--- src/pkg/ppf_pkg.sv ---
package ppf_pkg;

  localparam int ADDR_W = 4;

  // Register offsets
  localparam logic [3:0] ADDR_BIDIR_DATA = 4'h0;
  localparam logic [3:0] ADDR_BIDIR_DIR = 4'h1;
  localparam logic [3:0] ADDR_PORT_MODE = 4'h2;
  localparam logic [3:0] ADDR_PORT_CTRL = 4'h3;
  localparam logic [3:0] ADDR_FIXED_DATA = 4'h4;
  localparam logic [3:0] ADDR_IRQ_EDGE = 4'h5;
  localparam logic [3:0] ADDR_IRQ_STAT = 4'h6;
  localparam logic [3:0] ADDR_IRQ_MASK = 4'h7;

  // Field positions of input_port_mode_reg
  localparam int MODE_OPEN_DRAIN = 0;
  localparam int MODE_ANALOG = 1;
  localparam int MODE_TIMER_OUT = 2;

  // Field positions of port_control_reg
  localparam int PCTL_COMP_OUT = 0;
  localparam int PCTL_EMI_BIDIR = 1;
  localparam int PCTL_EMI_FIXED = 2;
  localparam int PCTL_EMI_OSC = 3;

  // Edge select field of interrupt_request_one
  localparam int EDGE_LSB = 6;
  localparam int EDGE_MSB = 7;

  // Interrupt status and mask bit positions
  localparam int IRQ_LINE2 = 0;
  localparam int IRQ_LINE3 = 1;
  localparam int IRQ_LINE1 = 2;

  // Fixed port field positions in the data register
  localparam int FIX_IN_LSB = 1;
  localparam int FIX_OUT_LSB = 4;

  // Reset values
  localparam logic [7:0] BIDIR_DATA_RST = 8'h00;
  localparam logic [7:0] BIDIR_DIR_RST = 8'hff;
  localparam logic [2:0] PORT_MODE_RST = 3'h0;
  localparam logic [3:0] PORT_CTRL_RST = 4'h0;
  localparam logic [2:0] FIXED_DATA_RST = 3'h0;
  localparam logic [2:0] IRQ_RST = 3'h0;

  typedef enum logic [1:0] {
    EDGE_FALL,
    EDGE_RISE,
    EDGE_BOTH,
    EDGE_BOTH_ALT
  } ppf_edge_e;

  typedef struct packed {
    logic [ADDR_W-1:0] addr;
    logic [7:0] wdata;
    logic we;
    logic re;
  } ppf_bus_req_s;

  typedef struct packed {
    logic [7:0] out;
    logic [7:0] oe;
  } ppf_bidir_drv_s;

  typedef struct packed {
    logic [2:0] out;
    logic [2:0] oe;
  } ppf_fixed_drv_s;

endpackage : ppf_pkg

--- src/design/ppf_edge_det.sv ---
`timescale 1ns/1ns
`default_nettype none

module ppf_edge_det
  import ppf_pkg::*;
(
  input wire logic ref_clk_i,
  input wire logic nrst_i,
  input wire logic level_i,
  input wire logic rise_en_i,
  input wire logic fall_en_i,
  output logic event_o
);

  logic prev_reg;

  // Previous level of the source
  always_ff @(posedge ref_clk_i or negedge nrst_i) begin
    if (!nrst_i) begin
      prev_reg <= 1'b0;
    end else begin
      prev_reg <= level_i;
    end
  end

  // Pulse on a selected edge
  always_comb begin
    event_o = (rise_en_i & level_i & ~prev_reg) |
              (fall_en_i & ~level_i & prev_reg);
  end

endmodule : ppf_edge_det

`default_nettype wire

--- src/design/ppf_keeper.sv ---
`timescale 1ns/1ns
`default_nettype none

module ppf_keeper
  import ppf_pkg::*;
#(
  parameter int W = 8
)
(
  input wire logic ref_clk_i,
  input wire logic nrst_i,
  input wire logic [W-1:0] pin_in_i,
  input wire logic [W-1:0] drive_oe_i,
  output logic [W-1:0] keep_val_o,
  output logic [W-1:0] keep_en_o
);

  logic [W-1:0] level_reg;

  // Last level seen on each line
  always_ff @(posedge ref_clk_i or negedge nrst_i) begin
    if (!nrst_i) begin
      level_reg <= '0;
    end else begin
      level_reg <= pin_in_i;
    end
  end

  // Keeper holds a line whenever this end does not drive it
  always_comb begin
    keep_val_o = level_reg;
    keep_en_o = ~drive_oe_i;
  end

endmodule : ppf_keeper

`default_nettype wire

--- src/design/ppf_port_ctrl.sv ---
`timescale 1ns/1ns
`default_nettype none

module ppf_port_ctrl
  import ppf_pkg::*;
(
  input wire logic ref_clk_i,
  input wire logic nrst_i,
  input wire ppf_bus_req_s bus_req_i,
  output logic [7:0] bus_rdata_o,
  input wire logic [7:0] bidir_in_i,
  output ppf_bidir_drv_s bidir_drv_o,
  output logic [7:0] keep_val_o,
  output logic [7:0] keep_en_o,
  input wire logic [2:0] fixed_in_i,
  input wire logic [1:0] fixed_io_in_i,
  output ppf_fixed_drv_s fixed_drv_o,
  input wire logic [1:0] comp_result_i,
  output logic comp_analog_o,
  output logic osc_low_emi_o,
  output logic bidir_low_emi_o,
  output logic fixed_low_emi_o,
  input wire logic spi_en_i,
  input wire logic spi_slave_i,
  input wire logic spi_dout_i,
  input wire logic spi_sck_out_i,
  input wire logic spi_sck_oe_i,
  output logic spi_din_o,
  output logic spi_sck_in_o,
  output logic spi_ss_o,
  input wire logic timer_out_i,
  output logic timer_ext_in_o,
  output logic irq_o
);

  logic [7:0] data_reg;
  logic [7:0] dir_reg;
  logic [2:0] mode_reg;
  logic [3:0] pctl_reg;
  logic [2:0] fixed_reg;
  ppf_edge_e edge_reg;
  logic [2:0] stat_reg;
  logic [2:0] mask_reg;
  logic [7:0] rdata_reg;
  ppf_bidir_drv_s bidir_reg;
  ppf_fixed_drv_s fixed_drv_reg;
  logic spi_din_reg;
  logic spi_sck_in_reg;
  logic spi_ss_reg;
  logic tin_reg;

  logic [7:0] rdata_next;
  ppf_bidir_drv_s bidir_next;
  ppf_fixed_drv_s fixed_next;
  logic [2:0] fix_rd;
  logic [2:0] evt;
  logic analog;
  logic src_line1;
  logic src_line2;
  logic rise_en;
  logic fall_en;
  logic wr_hit;

  assign analog = mode_reg[MODE_ANALOG];
  assign wr_hit = bus_req_i.we;

  // Register writes
  always_ff @(posedge ref_clk_i or negedge nrst_i) begin
    if (!nrst_i) begin
      data_reg <= BIDIR_DATA_RST;
      dir_reg <= BIDIR_DIR_RST;
      mode_reg <= PORT_MODE_RST;
      pctl_reg <= PORT_CTRL_RST;
      fixed_reg <= FIXED_DATA_RST;
      edge_reg <= EDGE_FALL;
      mask_reg <= IRQ_RST;
    end else if (wr_hit) begin
      unique case (bus_req_i.addr)
        ADDR_BIDIR_DATA: begin
          data_reg <= bus_req_i.wdata;
        end
        ADDR_BIDIR_DIR: begin
          dir_reg <= bus_req_i.wdata;
        end
        ADDR_PORT_MODE: begin
          mode_reg <= bus_req_i.wdata[2:0];
        end
        ADDR_PORT_CTRL: begin
          pctl_reg <= bus_req_i.wdata[3:0];
        end
        ADDR_FIXED_DATA: begin
          fixed_reg <= bus_req_i.wdata[FIX_OUT_LSB +: 3];
        end
        ADDR_IRQ_EDGE: begin
          edge_reg <= ppf_edge_e'(bus_req_i.wdata[EDGE_MSB:EDGE_LSB]);
        end
        ADDR_IRQ_MASK: begin
          mask_reg <= bus_req_i.wdata[2:0];
        end
        default: begin
        end
      endcase
    end
  end

  // Line 1 and line 2 sources: comparator results in analog mode, pins otherwise
  assign src_line1 = analog ? comp_result_i[0] : fixed_in_i[0];
  assign src_line2 = analog ? comp_result_i[1] : fixed_in_i[1];

  always_comb begin
    rise_en = (edge_reg != EDGE_FALL);
    fall_en = (edge_reg != EDGE_RISE);
  end

  ppf_edge_det u_edge_line1 (
    .ref_clk_i(ref_clk_i),
    .nrst_i(nrst_i),
    .level_i(src_line1),
    .rise_en_i(rise_en),
    .fall_en_i(fall_en),
    .event_o(evt[IRQ_LINE1])
  );

  ppf_edge_det u_edge_line2 (
    .ref_clk_i(ref_clk_i),
    .nrst_i(nrst_i),
    .level_i(src_line2),
    .rise_en_i(rise_en),
    .fall_en_i(fall_en),
    .event_o(evt[IRQ_LINE2])
  );

  ppf_edge_det u_edge_line3 (
    .ref_clk_i(ref_clk_i),
    .nrst_i(nrst_i),
    .level_i(fixed_in_i[2]),
    .rise_en_i(1'b0),
    .fall_en_i(~analog),
    .event_o(evt[IRQ_LINE3])
  );

  // Sticky status, write one to clear, a new event wins over the clear
  always_ff @(posedge ref_clk_i or negedge nrst_i) begin
    if (!nrst_i) begin
      stat_reg <= IRQ_RST;
    end else begin
      if (wr_hit && bus_req_i.addr == ADDR_IRQ_STAT) begin
        stat_reg <= (stat_reg & ~bus_req_i.wdata[2:0]) | evt;
      end else begin
        stat_reg <= stat_reg | evt;
      end
    end
  end

  assign irq_o = |(stat_reg & mask_reg);

  // Fixed input read view
  always_comb begin
    if (analog) begin
      fix_rd = {1'b0, comp_result_i};
    end else begin
      fix_rd = fixed_in_i;
    end
  end

  // Read data
  always_comb begin
    rdata_next = 8'h00;
    if (bus_req_i.re) begin
      unique case (bus_req_i.addr)
        ADDR_BIDIR_DATA: begin
          rdata_next = bidir_in_i;
        end
        ADDR_BIDIR_DIR: begin
          rdata_next = dir_reg;
        end
        ADDR_PORT_MODE: begin
          rdata_next = {5'h00, mode_reg};
        end
        ADDR_PORT_CTRL: begin
          rdata_next = {4'h0, pctl_reg};
        end
        ADDR_FIXED_DATA: begin
          rdata_next[FIX_IN_LSB +: 3] = fix_rd;
          rdata_next[FIX_OUT_LSB +: 3] = fixed_reg;
        end
        ADDR_IRQ_EDGE: begin
          rdata_next[EDGE_MSB:EDGE_LSB] = edge_reg;
        end
        ADDR_IRQ_STAT: begin
          rdata_next = {5'h00, stat_reg};
        end
        ADDR_IRQ_MASK: begin
          rdata_next = {5'h00, mask_reg};
        end
        default: begin
          rdata_next = 8'h00;
        end
      endcase
    end
  end

  always_ff @(posedge ref_clk_i or negedge nrst_i) begin
    if (!nrst_i) begin
      rdata_reg <= 8'h00;
    end else begin
      rdata_reg <= rdata_next;
    end
  end

  assign bus_rdata_o = rdata_reg;

  // Bidirectional port drive
  always_comb begin
    logic [7:0] val;
    logic [7:0] is_out;
    val = data_reg;
    is_out = ~dir_reg;
    if (spi_en_i) begin
      is_out[0] = 1'b0;
      is_out[7] = 1'b1;
      val[7] = spi_dout_i;
    end
    if (mode_reg[MODE_OPEN_DRAIN]) begin
      bidir_next.out = 8'h00;
      bidir_next.oe = is_out & ~val;
    end else begin
      bidir_next.out = val & is_out;
      bidir_next.oe = is_out;
    end
  end

  // Fixed output drive, always push-pull unless serial takes a line
  always_comb begin
    fixed_next.out = fixed_reg;
    fixed_next.oe = 3'b111;
    if (pctl_reg[PCTL_COMP_OUT]) begin
      fixed_next.out[1:0] = comp_result_i;
    end
    if (spi_en_i) begin
      fixed_next.out[0] = spi_sck_out_i;
      fixed_next.oe[0] = spi_sck_oe_i;
      if (spi_slave_i) begin
        fixed_next.out[1] = 1'b0;
        fixed_next.oe[1] = 1'b0;
      end
    end
    if (mode_reg[MODE_TIMER_OUT]) begin
      fixed_next.out[2] = timer_out_i;
    end
  end

  // Pin and peripheral side flops
  always_ff @(posedge ref_clk_i or negedge nrst_i) begin
    if (!nrst_i) begin
      bidir_reg <= '0;
      fixed_drv_reg <= '0;
    end else begin
      bidir_reg <= bidir_next;
      fixed_drv_reg <= fixed_next;
    end
  end

  always_ff @(posedge ref_clk_i or negedge nrst_i) begin
    if (!nrst_i) begin
      spi_din_reg <= 1'b0;
      spi_sck_in_reg <= 1'b0;
      spi_ss_reg <= 1'b1;
      tin_reg <= 1'b0;
    end else begin
      spi_din_reg <= spi_en_i & bidir_in_i[0];
      spi_sck_in_reg <= spi_en_i & fixed_io_in_i[0];
      spi_ss_reg <= ~(spi_en_i & spi_slave_i) | fixed_io_in_i[1];
      tin_reg <= src_line1;
    end
  end

  assign bidir_drv_o = bidir_reg;
  assign fixed_drv_o = fixed_drv_reg;
  assign spi_din_o = spi_din_reg;
  assign spi_sck_in_o = spi_sck_in_reg;
  assign spi_ss_o = spi_ss_reg;
  assign timer_ext_in_o = tin_reg;
  assign comp_analog_o = analog;

  // Separate low-emission selections
  assign osc_low_emi_o = pctl_reg[PCTL_EMI_OSC];
  assign bidir_low_emi_o = pctl_reg[PCTL_EMI_BIDIR];
  assign fixed_low_emi_o = pctl_reg[PCTL_EMI_FIXED];

  // Keepers on the bidirectional lines only
  ppf_keeper #(
    .W(8)
  ) u_keeper (
    .ref_clk_i(ref_clk_i),
    .nrst_i(nrst_i),
    .pin_in_i(bidir_in_i),
    .drive_oe_i(bidir_reg.oe),
    .keep_val_o(keep_val_o),
    .keep_en_o(keep_en_o)
  );

endmodule : ppf_port_ctrl

`default_nettype wire

--- config.mk ---
export PLATFORM = sky130hd
export DESIGN_NAME = ppf_port_ctrl
export DESIGN_NICKNAME = d
export VERILOG_FILES = /design/src/pkg/ppf_pkg.sv /design/src/design/ppf_edge_det.sv /design/src/design/ppf_keeper.sv /design/src/design/ppf_port_ctrl.sv
export SDC_FILE = /design/constraint.sdc
export NUM_CORES = 1
export LEC_CHECK = 0
export BUFFER_PORTS_ARGS = -buffer_cell sky130_fd_sc_hd__buf_4
export CAP_MARGIN = 20
export CORE_MARGIN = 2
export CORE_UTILIZATION = 55
export DETAILED_ROUTE_END_ITERATION = 10
export PLACE_DENSITY = 0.84
export SETUP_SLACK_MARGIN = 0.5
export SLEW_MARGIN = 20
export SYNTH_ARGS = -nofsm -noshare
export SYNTH_HDL_FRONTEND = slang
export SYNTH_SLANG_ARGS = --single-unit
export TNS_END_PERCENT = 100
--- constraint.sdc ---
create_clock -name ref_clk_i -period 3.2 [get_ports ref_clk_i]
set_clock_uncertainty 0.2 [all_clocks]
set_input_delay 0.32 -clock ref_clk_i [delete_from_list [all_inputs] [get_ports ref_clk_i]]
set_output_delay 0.32 -clock ref_clk_i [all_outputs]
set_load 0.1 [all_outputs]
==> results of run 1 <==
## per-layer routing
| layer | vias up | global-route usage (%) | wire length, µm | part of all wire, % |
|---|---|---|---|---|
| li1 | 1072 | - | - | - |
| met1 | 1170 | 32.2 | 3210 | 43 |
| met2 | 94 | 43.5 | 3760 | 50 |
| met3 | 12 | 3.82 | 442 | 5.9 |
| met4 | 0 | 10.0 | 114 | 1.5 |
| met5 | - | 0 | 0 | 0 |
## power by group through the flow
stage          Combinational [mW]  Clock (mW)  Sequential, mW
2_1_floorplan               0.489           0            1.85
3_3_place_gp                 1.34           0            1.31
3_5_place_dp                 1.35           0            1.32
4_1_cts                      1.37       0.748            1.30
5_1_grt                      1.41       0.791            1.33
6_report                     1.37       0.738            1.31
## through the flow
stage / util, % / hold slack (ns)
finish: 76.6 / 0.00812
global route: 76.6 / 0.00375
CTS: 76.6 / 0.00945
detailed placement: 70.5 / 0.240
global placement: 70.5 / 0.241
floorplan: - / -0.176
## critical path, stage by stage, from the launching register on
cell	delay, ns
dfrtp_1	0.42
a222oi_1	0.35
inv_1	0.08
buf_4	0.24
## placed cells by master (no fill, tap or decap), types with 2 or more instances in the layout
cell | netlist | layout
nand2_1 | 5 | 5
mux2_2 | 32 | 32
and2_1 | 3 | 3
dfstp_2 | 9 | 9
nand3_2 | 2 | 2
dfrtp_1 | 69 | 69
nor3b_1 | 10 | 10
a32oi_1 | 2 | 2
dlygate4sd3_1 | 0 | 14
and3b_1 | 3 | 3
mux4_2 | 2 | 2
buf_4 | 2 | 91
a31oi_1 | 3 | 3
clkbuf_8 | 0 | 11
and3_1 | 5 | 5
nor2b_1 | 3 | 3
nand3b_1 | 3 | 3
nand3_1 | 7 | 7
clkinv_2 | 0 | 3
mux2_4 | 3 | 3
a21oi_1 | 11 | 11
mux2i_1 | 5 | 5
or3_1 | 2 | 2
nor4b_1 | 2 | 2
nor2_1 | 7 | 7
o21ai_0 | 9 | 9
nand2b_1 | 2 | 2
inv_1 | 12 | 12
a211oi_1 | 2 | 2
## path summary, 6_finish.rpt
check                                             start                              end  slack, ns  depth (start not counted)
worst max-delay path              stat_reg[2]$_DFF_PN0_                            irq_o       1.24                          3
worst min-delay path                        timer_out_i         fixed_drv_o[5]$_DFF_PN0_      0.008                          2
worst max register to register  mode_reg[0]$_DFFE_PN0P_         bus_rdata_o[0]$_DFF_PN0_       1.55                          3
worst min register to register  data_reg[2]$_DFFE_PN0P_         bidir_drv_o[2]$_DFF_PN0_       0.26                          1
max in group asynchronous                        nrst_i  u_edge_line2.prev_reg$_DFF_PN0_       1.72                          2
min in group asynchronous                        nrst_i         fixed_drv_o[2]$_DFF_PN0_       0.46                          2
## kinds of logic (layout without fill, tap and decap cells)
kind of cell,after synthesis,after routing,share of synthesized area (%)
muxes,43,43,15.9
DFF,78,78,61.1
buffers and inverters,23,133,3.31
other,1,1,0.117
and+or+nand+nor,62,62,12.7
AOI/OAI and AO/OA,33,33,6.34
xor gates and xnor gates,2,2,0.545
## synth_stat cells, drive strengths merged, types with 2 or more instances
cell / count / area [µm²]
a211oi: 2 / 15.0
mux4: 2 / 45.0
and3: 6 / 42.5
mux2: 36 / 417
nand2b: 2 / 12.5
nand3b: 3 / 22.5
and3b: 3 / 26.3
dfrtp: 69 / 1730
buf: 7 / 46.3
mux2i: 5 / 50.1
clkbuf: 4 / 15.0
nor4b: 3 / 32.5
a32oi: 2 / 17.5
nand3: 9 / 55.1
or3: 2 / 12.5
dfstp: 9 / 236
inv: 12 / 45.0
and2: 3 / 18.8
nand2: 5 / 18.8
a31oi: 3 / 18.8
nor3b: 10 / 75.1
a21oi: 11 / 55.1
nor2b: 3 / 18.8
o21ai: 9 / 45.0
nor2: 8 / 37.5
## cell type report
class                      count  area share [%]
clock buffer                  12            3.64
clock inverter                 4            1.06
inverter                      12            1.06
multi-input combinational    141            26.9
sequential                    78            46.0
tap                           72            2.11
timing repair buffer         105            19.3
==> metrics, run 1 <==
outcome=finished, final reports clean; Final #Nets=384; Clk pin slew, worst setup/hold paths=0.07 ns; # rows=27; PostCTS Resize Cnt=0; Net Count, Synth=279; final worst slack=1.24 ns; core area=0.00557 mm²; required time worst endpoint=2.68 ns; Pre-antenna DRT Iters=4; Initial DRC Count=164; Die W=80.5 µm; Port-buffer cells=91; Most used DFF post-synth=dfrtp_1; Max-slew headroom=37.1%; H-tree depth=3; switching share of total power=44.1%; Non-Filler Instances=424; Final Hold Vio Count=0; largest net degree at the start of global routing=79; Max Root-Sink Buffers=2; Placed Area=0.00393 mm²; RSZ-0062 raised after global routing=no; crit path launch type=flop; final WL=7.53 mm; period utilisation layout=61.2%; crit-path max FO=3; register area share after synthesis=61.1%; Cells after Synth=242; FFs w/ async S/R, synth=100%; Pins Over Slew Limit=0; Pint=1.91 mW; ANT nets after route=0; I/O Pins=92; pwr/cell area=799 mW/mm²; max reg flops=16; global-route wire length before repair=12.0 mm; setup violators final=0; CTS tree=yes; P_leak=2.01 nW; finished layout cell area=0.00427 mm²; vias in the first global route=2401; P_sw=1.50 mW; n_diodes=0; peak supply drop=0.660 mV; DRC violation count after routing=0; Max Cap Violations=0; Clock Tree Root=clkbuf_8; via count=2348; power share of the clock group=21.6%; footprint of the multi-input gates=0.00115 mm²; Placed Instances=394; Fill cells=381; WP data arrival=1.44 ns; crit path kind=flop to output port; DR WL/cell=17.8 µm; synthesized cell area=0.00322 mm²; Vert. Die Dim=80.5 µm; Tot Pwr=3.41 mW; share of cells above drive strength 1=44.9%; initial antenna violation count=0; register share of total power=38.3%; via/cell ratio=5.54; Total GRT Usage=25.3%; Area growth syn-to-layout=32.7%; worst slew pin tran=0.943 ns; flip-flop and latch count after synthesis=78; Distinct cells, synth=47; gr ovfl total=0; Worst-Skew Late Latency=0.35 ns; min-delay worst type=input pin to flop; Comb pwr share=40.1%; Post-Syn Area per Cell=13.3 µm²; Num CTS Buffers=9; fmax=0.511 GHz; pre-CTS WS=1.39 ns; GPL Wtd Cong=0.930; HPWL Detailed=5.11 mm; Post-CTS Setup Repair Bufs=0; die area=0.00647 mm²; FF+latch area=0.00196 mm²; warnings from Yosys=0; Post-synth EDFFs=0; TNS Setup=0 ns; Starting Density=57.7%; cts hold-fix bufs=14; Critical Path End Type=output port; minimum clock period=1.96 ns; Clock Sinks=78
No activity file was read; power rests on OpenSTA's default activity.
==> run 2, diff against run 1 <==
Settings changed: CORE_UTILIZATION 55 to 46, PLACE_DENSITY 0.84 to 0.75.
Clock period 3.2 ns to 1.7 ns, I/O delays scaled along.
==> run 2 against run 1 <==
Compared with the run above:
- the flow now finishes with violations (hold timing, setup timing)
- clock-buffer cell count is 1 higher
- sequential cell count stayed put
- die area grew 19%
- setup slack worse by 1.4 ns
- sequential power increased by 98%
==> metrics, run 2 (synthesis results as in run 1) <==
Worst-Skew Late Latency=0.35 ns (about the same); gr ovfl total=0 (unchanged); footprint of the multi-input gates=0.00130 mm² (+14%); R2R Path End=stat_reg[2]$_DFF_PN0_; hold_sp=fixed_in_i[0]; Port-buffer cells=91 (unchanged); number of cells on the worst reg-to-reg path=2 (-1); DRC violation count after routing=0 (unchanged); Die W=87.6 µm (+8.9%); CP Buf/Inv Count=2 (unchanged); largest net degree at the start of global routing=38 (-52%); Initial DRC Count=122 (-26%); Hold Crit Depth=2 (unchanged); max reg flops=16 (unchanged); fmax=0.548 GHz; Non-Filler Instances=491 (+16%); CP top delay family=compound AO/OA/AOI/OAI gates; period utilisation layout=107%; Fill cells=317 (-17%); Pint=4.59 mW (+140%); Hold EP=u_edge_line1.prev_reg$_DFF_PN0_; # rows=30 (+11%); DR WL/cell=19.3 µm (+8.8%); Area growth syn-to-layout=77.0%; Pre-antenna DRT Iters=4 (unchanged); vias in the first global route=2722 (+13%); crit path launch type=flop; final WL=9.48 mm (+26%); Max Root-Sink Buffers=2 (unchanged); P_leak=2.47 nW (+23%); pwr/cell area=1350 mW/mm² (+70%); most frequent cells in the layout=buf_12, buf_4, dfrtp_2, dlygate4sd3_1, dfrtp_1; Clk pin slew, worst setup/hold paths=0.07 ns (about the same); register share of total power=33.6% (-4.7 points); minimum clock period=1.82 ns; Comb pwr share=45.5% (+5.4 points); R2R Setup Slk=0.17 ns (-1.38 ns); Tot Pwr=7.71 mW (+130%); Total GRT Usage=25.6% (+0.28 points); peak supply drop=1.12 mV (+70%); Num CTS Buffers=9 (unchanged); WP data arrival=1.45 ns (about the same); HPWL Detailed=5.31 mm (+4.0%); Starting Density=47.3% (-10 points); crit-path cells=a222oi_1, inv_2, buf_8; most common cell after layout, fill and taps aside=buf_12; core area=0.00679 mm² (+22%); share of cells above drive strength 1=64.1% (+19 points); Final #Nets=427 (+11%); Pins Over Slew Limit=0 (unchanged); min-delay worst type=input pin to flop; FF-to-FF Start=mode_reg[1]$_DFFE_PN0P_; required time worst endpoint=1.33 ns (-1.35 ns); GPL Wtd Cong=0.838 (-9.9%); via/cell ratio=5.27 (-4.9%); crit path kind=flop to output port; global-route wire length before repair=14.4 mm (+20%); ANT nets after route=0 (unchanged); P_sw=3.12 mW (+110%); setup violators final=1 (+1); CTS tree=yes; Vert. Die Dim=87.6 µm (+8.9%); RSZ-0062 raised after global routing=yes; Critical Path End Type=output port; outcome=finished with violations; H-tree depth=3 (unchanged); Slowest-stage cell, CP=a222oi_1; Clock Tree Root=clkbuf_8; Slowest Stage Delay on Critical Path=0.45 ns (+0.03 ns); Max Cap Violations=0 (unchanged); die area=0.00768 mm² (+19%); Placed Instances=424 (+7.6%); power share of the clock group=20.9% (-0.7 points); Final Hold Vio Count=3 (+3); n_diodes=0 (unchanged); FF+latch area=0.00204 mm² (+4.0%); initial antenna violation count=0 (unchanged); Clock Sinks=78 (unchanged); crit-path max FO=2 (-1); switching share of total power=40.5% (-3.6 points); I/O Pins=92 (unchanged); via count=2587 (+10%); final hold slack=-0.0820 ns (-0.0901 ns); failing checks=hold timing, setup timing; final worst slack=-0.123 ns (-1.37 ns)
==> run 2: changes by cell type in the layout (fill, tap and decap cells not counted), sizes merged <==
| cell | delta |
|---|---|
| clkinvlp | +8 |
| dlygate4sd3 | +18 |
| clkinv | -2 |
| dlymetal6s2s | +1 |
| buf | +23 |
| bufinv | +1 |
| inv | -8 |
| dlymetal6s4s | +1 |
| clkbuf | +1 |
==> run 2: routing by layer <==
metal	routed length [µm]	global-route usage, %
met2	5020	43.6
met5	0	0
met1	3780	32.2
met4	136	8.39
met3	543	6.31
==> run 2: timing repair <==
action / 4_1_cts / 5_1_grt
pin swaps: 8 / 5
buffers inserted: 13 / 4
endpoints found under the hold margin: 136 / 6
hold buffers: 33 / 2
gates resized for setup: 171 / 12
setup endpoints to repair: 68 / 90
cloned: 0 / 0
==> run 2: area by class of cell <==
cell class | instances | share of cell area (%)
Clock inverter | 3 | 1.14
Inverter | 12 | 1.32
Tap cell | 96 | 2.11
Sequential cell | 78 | 35.9
Multi-Input combinational cell | 141 | 22.9
Timing Repair Buffer | 148 | 33.7
Clock buffer | 13 | 2.97
==> run 2: worst max-delay path by stage <==
| stage | from | endpoint | slack, ns | depth (start not counted) |
|---|---|---|---|---|
| 2_1_floorplan | mode_reg[1]$_DFFE_PN0P_ | stat_reg[2]$_DFF_PN0_ | 0.10 | 2 |
| 3_3_place_gp | bus_req_i[13] | mask_reg[1]$_DFFE_PN0P_ | 0.12 | 4 |
| 3_5_place_dp | bus_req_i[13] | mask_reg[1]$_DFFE_PN0P_ | 0.13 | 4 |
| 4_1_cts | stat_reg[2]$_DFF_PN0_ | irq_o | -0.13 | 3 |
| 5_1_grt | stat_reg[2]$_DFF_PN0_ | irq_o | -0.17 | 3 |
| 6_report | stat_reg[2]$_DFF_PN0_ | irq_o | -0.12 | 3 |
==> run 2: metrics by stage <==
step	utilization, %	setup slack (ns)	hold WS [ns]	TNS [ns]	cell area (µm²)
global route	83.8	-0.173	-0.104	-0.173	5690
CTS	82.3	-0.126	-0.104	-0.126	5590
detailed placement	62.2	0.134	-0.100	0	4230
floorplan	-	0.103	-0.326	0	3450
finish	83.8	-0.123	-0.0820	-0.123	5690
global placement	62.2	0.116	-0.110	0	4230
==> run 2: power groups by stage <==
stage                     sequential, mW  combinational (mW)  clock, mW
after floorplan                     3.59                1.00          0
after global routing                2.62                3.62       1.72
after detailed placement            2.55                2.67          0
after CTS                           2.57                3.44       1.62
final                               2.59                3.51       1.61
after global placement              2.54                2.64          0
